### src/logic/abu_defines.vh
`ifndef ABU_DEFINES_VH
`define ABU_DEFINES_VH
`define ABU_ADDR_W 3
`define ABU_OFS_CTRL 3'h0
`define ABU_OFS_ADDRH 3'h1
`define ABU_OFS_ADDRL 3'h2
`define ABU_OFS_AUX 3'h3
`define ABU_OFS_WAITST 3'h4
`define ABU_OFS_FLAGCTL 3'h5
`define ABU_BIT_ENABLE 7
`define ABU_BIT_ACTIVE 6
`define ABU_BIT_WDDIS 0
`define ABU_BIT_WAITEXIT 1
`define ABU_BIT_CLREN 7
`define ABU_RST_BYTE 8'h00
`define ABU_VEC_NORMAL 16'hFFFC
`define ABU_VEC_MONITOR 16'hFEFC
`endif

### src/logic/abu_break_unit.v
// Function
// - enabled break plus full 16-bit program address match raises breakpoint request
// - break loads software interrupt opcode; vector FFFC, or FEFC in monitor mode
// - software writing 1 to active flag breaks before next instruction
// - match on opcode address: instruction waits until handler completes
// - match on operand address: instruction completes before break taken
// - return-from-interrupt inside handler ends break state
// - enable bit at bit 7, read/write, reset clears, 0 disables matches
// - active flag set on match, reset clears, handler clears by writing 0
// - cleared flag with unchanged address gives no further break after exit
// - address high and low byte registers read/write, reset to zero
// - timer counter stops while break state active
// - watchdog disable bit holds watchdog off during monitor-mode break
// - wait-exit indicator reads 1 when break ended wait mode, else 0
// - wait status register works only in emulation mode
// - in break, status flags clear only when clear-enable bit is 1
// - no address-match break while in wait or stop mode
// - timer low byte latched by high read in break persists until read
`timescale 1ns/1ps
`include "abu_defines.vh"
module abu_break_unit (
   input wire clk,
   input wire rst_n,
   input wire ce,
   input wire [`ABU_ADDR_W-1:0] reg_addr,
   input wire [7:0] reg_wdata,
   input wire reg_wr,
   input wire reg_rd,
   output reg [7:0] reg_rdata,
   input wire [15:0] cpu_addr,
   input wire cpu_opcode_fetch,
   input wire cpu_instr_start,
   input wire cpu_rti_done,
   input wire cpu_low_power,
   input wire wait_exit_event,
   input wire monitor_mode,
   input wire emulation_mode,
   input wire [15:0] timer_count,
   input wire timer_high_rd,
   input wire timer_low_rd,
   output wire breakpoint_request,
   output wire break_state,
   output wire [7:0] forced_opcode,
   output wire [15:0] break_vector,
   output wire timer_freeze,
   output wire watchdog_hold,
   output wire status_clear_allow,
   output reg [7:0] timer_low_latched
);
   localparam [7:0] SWI_OPCODE = 8'h83;
   localparam ST_IDLE = 2'b00;
   localparam ST_PEND = 2'b01;
   localparam ST_BRK = 2'b10;

   reg [1:0] state_r;
   reg [1:0] state_nxt;
   reg break_enable_bit_r;
   reg break_active_flag_r;
   reg [7:0] addr_high_r;
   reg [7:0] addr_low_r;
   reg watchdog_disable_in_break_r;
   reg wait_exit_by_break_flag_r;
   reg break_clear_enable_r;
   reg match_armed_r;
   reg low_latched_valid_r;
   reg [7:0] rdata_nxt;
   reg active_nxt;
   reg armed_nxt;
   reg wait_flag_nxt;
   reg break_enable_nxt;
   reg [7:0] addr_high_nxt;
   reg [7:0] addr_low_nxt;
   reg wddis_nxt;
   reg clren_nxt;

   wire wr_ctrl;
   wire wr_addrh;
   wire wr_addrl;
   wire wr_aux;
   wire wr_flagctl;
   wire addr_wr;
   wire sw_set;
   wire sw_clear;
   wire [15:0] addr_word;
   wire [15:0] bit_eq;
   wire addr_hit;
   wire match;
   wire fire_now;
   wire fire_later;
   wire in_idle;
   wire in_pend;
   wire in_brk;
   wire [7:0] ctrl_byte;
   wire [7:0] aux_byte;
   wire [7:0] waitst_byte;
   wire [7:0] flagctl_byte;

   // one decode per writable register keeps each write strobe easy to follow
   assign wr_ctrl = reg_wr && (reg_addr == `ABU_OFS_CTRL);
   assign wr_addrh = reg_wr && (reg_addr == `ABU_OFS_ADDRH);
   assign wr_addrl = reg_wr && (reg_addr == `ABU_OFS_ADDRL);
   assign wr_aux = reg_wr && (reg_addr == `ABU_OFS_AUX);
   assign wr_flagctl = reg_wr && (reg_addr == `ABU_OFS_FLAGCTL);
   assign addr_wr = wr_addrh || wr_addrl;
   assign sw_set = wr_ctrl && reg_wdata[`ABU_BIT_ACTIVE];
   assign sw_clear = wr_ctrl && !reg_wdata[`ABU_BIT_ACTIVE];

   // both bytes form one compare word so a match needs all 16 address bits equal
   assign addr_word = {addr_high_r, addr_low_r};

   genvar gi;
   generate
      for (gi = 0; gi < 16; gi = gi + 1) begin : g_cmp
         assign bit_eq[gi] = (cpu_addr[gi] == addr_word[gi]);
      end
   endgenerate

   assign addr_hit = &bit_eq;
   // no match while bus is frozen in low-power modes
   assign match = break_enable_bit_r && addr_hit && !cpu_low_power && match_armed_r;

   // opcode match cancels that instruction, operand match lets it finish first
   assign fire_now = match && cpu_opcode_fetch;
   assign fire_later = match && !cpu_opcode_fetch;

   assign in_idle = (state_r == ST_IDLE);
   assign in_pend = (state_r == ST_PEND);
   assign in_brk = (state_r == ST_BRK);

   // readable bytes built bit by bit from the field positions; unused bits read zero
   genvar bi;
   generate
      for (bi = 0; bi < 8; bi = bi + 1) begin : g_fields
         assign ctrl_byte[bi] = (bi == `ABU_BIT_ENABLE) ? break_enable_bit_r :
            (bi == `ABU_BIT_ACTIVE) ? break_active_flag_r : 1'b0;
         assign aux_byte[bi] = (bi == `ABU_BIT_WDDIS) ? watchdog_disable_in_break_r : 1'b0;
         assign waitst_byte[bi] = (bi == `ABU_BIT_WAITEXIT) ? wait_exit_by_break_flag_r : 1'b0;
         assign flagctl_byte[bi] = (bi == `ABU_BIT_CLREN) ? break_clear_enable_r : 1'b0;
      end
   endgenerate

   always @* begin
      state_nxt = state_r;
      case (state_r)
         ST_IDLE: begin
            if (fire_now) begin
               state_nxt = ST_BRK;
            end else if (fire_later || sw_set) begin
               state_nxt = ST_PEND;
            end
         end
         ST_PEND: begin
            if (cpu_instr_start) begin
               state_nxt = ST_BRK;
            end
         end
         ST_BRK: begin
            if (cpu_rti_done) begin
               state_nxt = ST_IDLE;
            end
         end
         default: begin
            state_nxt = ST_IDLE;
         end
      endcase
   end

   // set wins over a same-cycle software clear so a match is never lost
   always @* begin
      active_nxt = break_active_flag_r;
      if (match || sw_set) begin
         active_nxt = 1'b1;
      end else if (sw_clear) begin
         active_nxt = 1'b0;
      end
   end

   // after a break on an address, re-arm only once that address is rewritten
   always @* begin
      armed_nxt = match_armed_r;
      if (match) begin
         armed_nxt = 1'b0;
      end else if (addr_wr) begin
         armed_nxt = 1'b1;
      end
   end

   // only emulation mode keeps this flag; outside it the flag reads as zero
   always @* begin
      wait_flag_nxt = wait_exit_by_break_flag_r;
      if (!emulation_mode) begin
         wait_flag_nxt = 1'b0;
      end else if (wait_exit_event && (state_nxt != ST_IDLE)) begin
         wait_flag_nxt = 1'b1;
      end else if (cpu_rti_done) begin
         wait_flag_nxt = 1'b0;
      end
   end

   // read data is zero outside the cycle after a read strobe
   always @* begin
      rdata_nxt = `ABU_RST_BYTE;
      if (reg_rd) begin
         case (reg_addr)
            `ABU_OFS_CTRL: begin
               rdata_nxt = ctrl_byte;
            end
            `ABU_OFS_ADDRH: begin
               rdata_nxt = addr_high_r;
            end
            `ABU_OFS_ADDRL: begin
               rdata_nxt = addr_low_r;
            end
            `ABU_OFS_AUX: begin
               rdata_nxt = aux_byte;
            end
            `ABU_OFS_WAITST: begin
               rdata_nxt = waitst_byte;
            end
            `ABU_OFS_FLAGCTL: begin
               rdata_nxt = flagctl_byte;
            end
            default: begin
               rdata_nxt = `ABU_RST_BYTE;
            end
         endcase
      end
   end

   always @* begin
      break_enable_nxt = break_enable_bit_r;
      if (wr_ctrl) begin
         break_enable_nxt = reg_wdata[`ABU_BIT_ENABLE];
      end
   end

   always @* begin
      addr_high_nxt = addr_high_r;
      if (wr_addrh) begin
         addr_high_nxt = reg_wdata;
      end
   end

   always @* begin
      addr_low_nxt = addr_low_r;
      if (wr_addrl) begin
         addr_low_nxt = reg_wdata;
      end
   end

   always @* begin
      wddis_nxt = watchdog_disable_in_break_r;
      if (wr_aux) begin
         wddis_nxt = reg_wdata[`ABU_BIT_WDDIS];
      end
   end

   always @* begin
      clren_nxt = break_clear_enable_r;
      if (wr_flagctl) begin
         clren_nxt = reg_wdata[`ABU_BIT_CLREN];
      end
   end

   // ce low freezes every register, read data included
   always @(posedge clk) begin
      if (!rst_n) begin
         state_r <= ST_IDLE;
      end else if (ce) begin
         state_r <= state_nxt;
      end
   end

   always @(posedge clk) begin
      if (!rst_n) begin
         break_enable_bit_r <= 1'b0;
      end else if (ce) begin
         break_enable_bit_r <= break_enable_nxt;
      end
   end

   always @(posedge clk) begin
      if (!rst_n) begin
         break_active_flag_r <= 1'b0;
      end else if (ce) begin
         break_active_flag_r <= active_nxt;
      end
   end

   always @(posedge clk) begin
      if (!rst_n) begin
         match_armed_r <= 1'b1;
      end else if (ce) begin
         match_armed_r <= armed_nxt;
      end
   end

   always @(posedge clk) begin
      if (!rst_n) begin
         addr_high_r <= `ABU_RST_BYTE;
      end else if (ce) begin
         addr_high_r <= addr_high_nxt;
      end
   end

   always @(posedge clk) begin
      if (!rst_n) begin
         addr_low_r <= `ABU_RST_BYTE;
      end else if (ce) begin
         addr_low_r <= addr_low_nxt;
      end
   end

   always @(posedge clk) begin
      if (!rst_n) begin
         watchdog_disable_in_break_r <= 1'b0;
      end else if (ce) begin
         watchdog_disable_in_break_r <= wddis_nxt;
      end
   end

   always @(posedge clk) begin
      if (!rst_n) begin
         break_clear_enable_r <= 1'b0;
      end else if (ce) begin
         break_clear_enable_r <= clren_nxt;
      end
   end

   always @(posedge clk) begin
      if (!rst_n) begin
         wait_exit_by_break_flag_r <= 1'b0;
      end else if (ce) begin
         wait_exit_by_break_flag_r <= wait_flag_nxt;
      end
   end

   // latch survives the end of break until software reads the low byte
   always @(posedge clk) begin
      if (!rst_n) begin
         timer_low_latched <= `ABU_RST_BYTE;
         low_latched_valid_r <= 1'b0;
      end else if (ce) begin
         if (timer_high_rd && !low_latched_valid_r) begin
            timer_low_latched <= timer_count[7:0];
            low_latched_valid_r <= 1'b1;
         end else if (timer_low_rd) begin
            low_latched_valid_r <= 1'b0;
         end
      end
   end

   always @(posedge clk) begin
      if (!rst_n) begin
         reg_rdata <= `ABU_RST_BYTE;
      end else if (ce) begin
         reg_rdata <= rdata_nxt;
      end
   end

   assign breakpoint_request = (in_idle && fire_now) || (in_pend && cpu_instr_start);
   assign break_state = in_brk;
   assign forced_opcode = SWI_OPCODE;
   assign break_vector = monitor_mode ? `ABU_VEC_MONITOR : `ABU_VEC_NORMAL;
   assign timer_freeze = break_state;
   assign watchdog_hold = break_state && monitor_mode && watchdog_disable_in_break_r;
   assign status_clear_allow = !break_state || break_clear_enable_r;
endmodule

### config.mk
export PLATFORM = sky130hd
export DESIGN_NAME = abu_break_unit
export DESIGN_NICKNAME = d
export VERILOG_FILES = /design/src/logic/abu_break_unit.v
export VERILOG_INCLUDE_DIRS = /design/src /design/src/logic
export SDC_FILE = /design/constraint.sdc
export NUM_CORES = 1
export LEC_CHECK = 0
export BUFFER_PORTS_ARGS = -buffer_cell sky130_fd_sc_hd__buf_2
export CORE_UTILIZATION = 40
export CTS_BUF_LIST = sky130_fd_sc_hd__clkbuf_8
export DETAILED_ROUTE_END_ITERATION = 8
export PLACE_DENSITY = 0.76
export SLEW_MARGIN = 40
export SYNTH_ARGS = -nofsm -noshare
export SYNTH_HDL_FRONTEND = slang
export SYNTH_SLANG_ARGS = --single-unit
export TNS_END_PERCENT = 1
### constraint.sdc
create_clock -name clk -period 2.2 [get_ports clk]
set_clock_uncertainty 0.2 [all_clocks]
set_input_delay 0.44 -clock clk [delete_from_list [all_inputs] [get_ports clk]]
set_output_delay 0.44 -clock clk [all_outputs]
set_load 0.01 [all_outputs]
# Word-level counts from Yosys, hierarchy flattened
# Index checks and enable logic that the tools add are counted.
# word_totals
reg_bits,41
inputBits,57
out_inout_bits,45
elab_cells,98
# classes
eq_ne,24
muxes,17
reduce_logical,45
# op_table
cell,count
8-bit case mux with 6 select lines,1
2-bit AND reduction,10
1-bit logical AND,18
1-bit equality test,16
16-bit AND reduction,1
1-bit 2-to-1 mux,9
9-bit 2-to-1 mux,1
2-bit 2-to-1 mux,4
8-bit 2-to-1 mux,1
2-bit nonzero test,4
"3-bit by 2-bit equality test with 1-bit output, second input constant",2
"3-bit equality test, second input constant",2
2-bit case mux with 3 select lines,1
1-bit logical NOT,5
1-bit logical OR,5
"3-bit by 1-bit equality test with 1-bit output, second input constant",1
3-bit logical NOT,1
"3-bit by 2-bit != test with 1-bit output, second input constant",1
"2-bit by 1-bit equality test with 1-bit output, second input constant",1
"2-bit equality test, second input constant",1
2-bit logical NOT,1

# Logic depth before layout (Yosys ltp)
# Gate-level depths: netlist of the first run.
# depth
ltp_word,14
depth_mapped,7
depth_no_buf,5

# Worst setup path after synthesis of the first run
# No wires, ideal clock.
# synth_timing
path_type,input-to-output
start,input cpu_addr[0]
end,output breakpoint_request
t_arrival_ns,1.413
required_ns,1.560
path_slack_ns,0.147
cell_stages,5
n_path_buf,0
path_cell_list,xnor2_1 -> nand4_1 -> nor4_4 -> nand4b_1 -> a21oi_1
# synth_via
elab_chain_cells,8
# synth_lines
element,line_no,text
"start, declared",abu_break_unit.v:30,"input wire [15:0] cpu_addr,"
1-bit equality test,abu_break_unit.v:114,assign bit_eq[gi] = (cpu_addr[gi] == addr_word[gi]);
16-bit AND reduction,abu_break_unit.v:118,assign addr_hit = &bit_eq;
1-bit logical AND (3 in series),abu_break_unit.v:120,assign match = break_enable_bit_r && addr_hit && !cpu_low_power && match_armed_r;
1-bit logical AND,abu_break_unit.v:123,assign fire_now = match && cpu_opcode_fetch;
1-bit logical AND,abu_break_unit.v:361,assign breakpoint_request = (in_idle && fire_now) || (in_pend && cpu_instr_start);
1-bit logical OR,abu_break_unit.v:361,
"end, declared",abu_break_unit.v:41,"output wire breakpoint_request,"
# Every way passes these cells.

# Final worst setup path of the first run
# layout_timing
start,register addr_high_r[2]
end,output breakpoint_request
# layout_via
elab_chain_cells,8
# layout_lines
element,line_no,text
"start, declared",abu_break_unit.v:59,reg [7:0] addr_high_r;
"start signal, assigned",abu_break_unit.v:300,addr_high_r <= `ABU_RST_BYTE;
"start signal, assigned",abu_break_unit.v:302,addr_high_r <= addr_high_nxt;
1-bit equality test,abu_break_unit.v:114,
16-bit AND reduction,abu_break_unit.v:118,
1-bit logical AND (3 in series),abu_break_unit.v:120,
1-bit logical AND,abu_break_unit.v:123,
1-bit logical AND,abu_break_unit.v:361,
1-bit logical OR,abu_break_unit.v:361,
# Every way passes these cells.

==> results_dict.tcl, run 1 <==
set metrics [dict create \
    multi_input_area_um2 1320 \
    worstPathBufferInverterCount 1 \
    synth_top_cell_by_area "dfxtp_1" \
    cp_slowest_cell "dfxtp_2" \
    hold_path_depth 3 \
    min_period_over_period 1.03 \
    pwr-share-seq 0.540 \
    rr_worst_depth 6 \
    cts_root_buf "clkbuf_8" \
    synthDistinctLibCells 38 \
    power.density_nw_per_um2 512 \
    dr_total_vias 1895 \
    pin_count 102 \
    drc 0 \
    path_cells "xnor2_2 > nand4_1 > nor4_4 > nand4b_1 > a21oi_1 > buf_2" \
    die_w_um 77.7 \
    hold_viol_final 0 \
    max_stage_delay_ns 0.34 \
    violations "setup timing" \
    final_area_um2 2770 \
    p_leak_uw 0.00119 \
    grt_pass1_vias 1699 \
    switchingPower_uw 357 \
    start_util 0.416 \
    core_um2 5510 \
    nets 388 \
    clk_pin_slew_worst_paths_ns 0.07 \
    regArea_um2 825 \
    whs_ns 0.203 \
    cts_made_buffers 5 \
    vias_per_cell 4.71 \
    die_h_um 77.7 \
    layout_common_cells "70 x buf_2, 38 x dfxtp_1, 34 x nor2b_1" \
    maxCapViolCount 0 \
    arrival_ns 1.63 \
    cts_tree "built" \
    pwr-share-clk 0.317 \
    wl_per_cell_um 12.3 \
    ys_seq_elements 41 \
    track_usage 0.169 \
    netlist.area_leader.share 0.358 \
    total_power_uw 1420 \
    crit_path_start_kind "register" \
    dp_hpwl_um 3840 \
    status "complete, but fails checks" \
    fmax_ghz 0.440 \
    finalSetupTns_ns -0.0740 \
    drt-total-wl_um 4930 \
    crit_fanout 2 \
    postSynthCellCount 255 \
    p_comb_frac 0.144 \
    grt_start_max_net_pins 24 \
    required_ns 1.56 \
    cts.sinks 41 \
    drv_slew 0 \
    grt_remaining_overflow 0 \
    rsz0062_at_grt "yes" \
    finalCriticalPeriod_ns 2.27 \
    cts_max_level 2 \
    vdd_ir_drop_max_mv 0.272 \
    drtIter0Drc 61 \
    drive_gt1_frac 0.306 \
    ys_seq_area_frac 0.358 \
    synthesis.area_um2 2290 \
    critPathKind "reg2out" \
    cp-end-kind "primary output" \
    dieArea_um2 6040 \
    firstDrtPassIters 4 \
    io_buffers 70 \
    antenna_found_initial 0 \
    rows 27 \
    crit_cells 6 \
    hold_path.class "in2reg" \
    ctsLongestPathBuffers 2 \
    fill_cells 539 \
    placed_cell_area_um2 2640 \
    final_common_cell "buf_2" \
    area_delta_synth_final_pct 20.6 \
    intPower_uw 1060 \
    place_ws_ns -0.178 \
    avgSynthCellArea_um2 8.99 \
    gp_congestion 0.860 \
    clk_latency_ns 0.29 \
    ant_nets 0 \
    grt_pass1_wl_um 7850 \
    diodes 0 \
    setup_viol 1 \
    critPathTopFamily "simple AND/OR/NAND/NOR gates" \
    yosysWarnings 0 \
    synthTopCellsByArea "dfxtp_1 36%, mux2i_1 12%, nor2b_1 9.3%, buf_4 8.8%, xnor2_1 5.7%" \
    p_sw_frac 0.252 \
    fin_ws_ns -0.0740 \
    ctsHoldBuffers 0 \
]
[flip-flops by register name, summed over array words and instances, names as in the netlist]
signal and cells:
addr_high_r 8, addr_low_r 8, reg_rdata 8, timer_low_latched 8, state_r 2, break_active_flag_r 1, break_clear_enable_r 1, break_enable_bit_r 1
low_latched_valid_r 1, match_armed_r 1, wait_exit_by_break_flag_r 1, watchdog_disable_in_break_r 1
[layer usage]
metal	track usage	up-vias	share of wire
li1	-	971	-
met1	0.226	855	0.49
met2	0.262	61	0.44
met3	0.0412	8	0.053
met4	0.0642	0	0.016
met5	0	-	0
[logic make-up after synthesis]
family	Yosys count	synth area share
simple gates	95	0.246
compound gates	34	0.0960
other cells	2	0.00327
buf+inv	38	0.108
mux	29	0.128
flops	41	0.358
xor+xnor	16	0.0611
[cell usage after synthesis (all sizes together)]
library cell / number
dfxtp: 41
nor2b: 36
buf: 30
mux2i: 27
xnor2: 15
nand2: 14
nand3: 11
nor2: 11
a21oi: 10
a22oi: 6
o21ai: 6
clkbuf: 5
nand3b: 4
nand4: 4
a21boi: 3
and2: 3
and3: 3
inv: 3
nand2b: 3
a31oi: 2
conb: 2
mux2: 2
nor3: 2
o2bb2ai: 2
o31a: 2
nand4b: 1
nor3b: 1
nor4: 1
o211ai: 1
o22ai: 1
o32a: 1
or3: 1
xor2: 1
[area by class of cell]
| class | instances | area share |
|---|---|---|
| clock buffer | 5 | 0.0249 |
| clock inverter | 1 | 0.00181 |
| inverter | 3 | 0.00407 |
| multi-input combinational | 197 | 0.477 |
| sequential | 41 | 0.298 |
| tap | 72 | 0.0326 |
| timing repair buffer | 83 | 0.162 |
[metrics by stage]
stage,util,instances
6_report,0.502,402
5_1_grt,0.502,402
4_1_cts,0.501,402
3_5_place_dp,0.480,392
3_3_place_gp,0.480,392
2_1_floorplan,-,276
[final timing paths]
kind                               startpoint                           endpoint  slack [ns]
min reg2reg  low_latched_valid_r$_SDFFE_PN0P_   low_latched_valid_r$_SDFFE_PN0P_        0.25
max reg2reg       addr_high_r[2]$_SDFFE_PN0P_         match_armed_r$_SDFFE_PN1P_        0.49
max               addr_high_r[2]$_SDFFE_PN0P_                 breakpoint_request       -0.07
min                            timer_count[2]  timer_low_latched[2]$_SDFFE_PN0P_        0.20
[worst register-to-register path, cell delays in order, from the launching register on]
cell and delay (ns):
dfxtp_2 0.34, xnor2_2 0.14, nand4_1 0.16, nor4_4 0.32, buf_4 0.18, nand2_1 0.09, o32a_2 0.18
[power by group through the flow]
stage / Sequential (uW) / Combinational, uW / Clock [uW]
finish: 764 / 203 / 448
floorplan: 784 / 148 / 0
global route: 766 / 225 / 498
global placement: 781 / 197 / 0
CTS: 764 / 203 / 470
detailed placement: 782 / 200 / 0
[repair_timing]
item                                   in CTS  in global routing
setup endpoints to repair                   1                  1
endpoints found under the hold margin       0                  0
gates resized for setup                     4                  1
pin swaps                                   6                  2
buffers inserted                            4                  0
(Power assumes the default switching activity.)
==> inputs of run 2 (changes only) <==
--- a/config.mk
+++ b/config.mk
@@ -7,6 +7,7 @@
 export NUM_CORES = 1
 export LEC_CHECK = 0
 export BUFFER_PORTS_ARGS = -buffer_cell sky130_fd_sc_hd__buf_2
+export CORE_ASPECT_RATIO = 0.75
 export CORE_UTILIZATION = 40
 export CTS_BUF_LIST = sky130_fd_sc_hd__clkbuf_8
 export DETAILED_ROUTE_END_ITERATION = 8
==> run 2 against run 1 <==
Effect of this change:
- the flow still finishes with violations (setup timing)
- critical endpoint unchanged
- via count rose by 3.2%
- global-route usage rose by 1.2 points
- largest cell class unchanged
- non-clock buffer count rose by 1
- wire length rose by 6.7%
- sequential share of layout area fell by 0.73 points
- largest power group unchanged
- combinational power rose by 4%
- first-iteration DRC count fell by 15%
==> results_dict.tcl, run 2 (synthesis results as in run 1) <==
set metrics [dict create \
    gp_congestion 0.829 \
    p_comb_frac 0.124 \
    drt-total-wl_um 5260 \
    cts_tree "built" \
    grt_remaining_overflow 0 \
    met1_usage 0.234 \
    cts.sinks 41 \
    grt_start_max_net_pins 26 \
    die_h_um 67.6 \
    place_inst 395 \
    required_ns 1.56 \
    arrival_ns 1.63 \
    grt_pass1_vias 1812 \
    antenna_found_initial 0 \
    met2_usage 0.300 \
    dr_total_vias 1955 \
    vias_per_cell 4.79 \
    drive_gt1_frac 0.339 \
    setup_viol 1 \
    dieArea_um2 6040 \
    grt_pass1_wl_um 8300 \
    power.density_nw_per_um2 591 \
    core_um2 5440 \
    fmax_ghz 0.441 \
    cts_root_buf "clkbuf_8" \
    track_usage 0.181 \
    io_buffers 70 \
    hold_path.class "in2reg" \
    drv_slew 0 \
    final_common_cell "buf_2" \
    pwr-share-seq 0.450 \
    crit_path_start_kind "register" \
    min_period_over_period 1.03 \
    p_sw_frac 0.233 \
    fin_cells 408 \
    diodes 0 \
    layout_common_cells "70 x buf_2, 34 x nor2b_1, 32 x dfxtp_1" \
    start_util 0.422 \
    ctsLongestPathBuffers 2 \
    status "complete, but fails checks" \
    final_core_utilization 0.528 \
    rows 23 \
    clk_pin_slew_worst_paths_ns 0.09 \
    drc 0 \
    cp-end-kind "primary output" \
    cts_max_level 2 \
    vdd_ir_drop_max_mv 0.337 \
    rsz0062_at_grt "yes" \
    intPower_uw 1300 \
    p_leak_uw 0.00125 \
    clk_latency_ns 0.29 \
    place_ws_ns -0.111 \
    die_w_um 89.4 \
    nets 389 \
    crit_fanout 2 \
    maxCapViolCount 0 \
    slew_headroom 0.645 \
    wl_per_cell_um 12.9 \
    worstMarginPinSlew_ns 0.530 \
    firstDrtPassIters 4 \
    critPathKind "reg2out" \
    switchingPower_uw 395 \
    regArea_um2 835 \
    fill_cells 534 \
    dp_hpwl_um 3980 \
    hold_viol_final 0 \
    pwr-share-clk 0.426 \
    ant_nets 0 \
    busiest_layer "met2" \
    grt_use_met3 0.0489 \
    pin_count 102 \
    fin_ws_ns -0.0701 \
    drtIter0Drc 52 \
    ctsHoldBuffers 0 \
    multi_input_area_um2 1340 \
    violations "setup timing" \
    finalCriticalPeriod_ns 2.27 \
    area_delta_synth_final_pct 25.1 \
    cts_made_buffers 5 \
]
run 2: through the flow:
stage	setup TNS [ns]	area (um^2)	hold slack (ns)	total power, uW
6_report	-0.0701	2870	0.207	1700
5_1_grt	-0.130	2870	0.200	1780
4_1_cts	-0.0323	2870	0.199	1710
3_5_place_dp	-0.111	2650	0.245	984
3_3_place_gp	-0.0845	2650	0.236	980
2_1_floorplan	0	2370	0.230	931
run 2: timing repair:
item / CTS / global route
endpoints found under the setup margin: 1 / 1
gates resized for setup: 14 / 1
setup buffers: 5 / 0
cloned: 0 / 0
pin swaps: 13 / 1
run 2: power by group through the flow:
stage | registers [uW] | clock network [uW] | logic (uW)
global route | 766 | 776 | 234
finish | 764 | 722 | 211
floorplan | 784 | 0 | 148
CTS | 764 | 736 | 210
global placement | 781 | 0 | 199
detailed placement | 782 | 0 | 202
run 2: cell type report:
type                    count  area share
clock buffers               5      0.0240
clock inverters             3      0.0227
inverters                   3     0.00392
multi-input cells         197       0.467
flip-flops and latches     41       0.291
well taps                  75      0.0327
repair buffers             84       0.159
run 2: worst max-delay path, stage by stage (launching register included):
cell and delay (ns):
dfxtp_4 0.36, xnor2_2 0.13, nand4_1 0.18, nor4_4 0.20, nand4b_1 0.15, a21oi_1 0.15
buf_2 0.15
run 2: final timing paths:
check	from	endpoint	slack, ns	cells after the start
hold reg to reg	low_latched_valid_r$_SDFFE_PN0P_	low_latched_valid_r$_SDFFE_PN0P_	0.26	2
hold / removal	timer_count[2]	timer_low_latched[2]$_SDFFE_PN0P_	0.21	3
setup reg to reg	addr_high_r[2]$_SDFFE_PN0P_	match_armed_r$_SDFFE_PN1P_	0.47	7
setup / recovery	addr_high_r[2]$_SDFFE_PN0P_	breakpoint_request	-0.07	6
run 2: metal layers:
metal  wire length (um)  share of wire
met1               2540           0.48
met2               2400           0.46
met3                276          0.052
met4                 45         0.0086
met5                  0              0
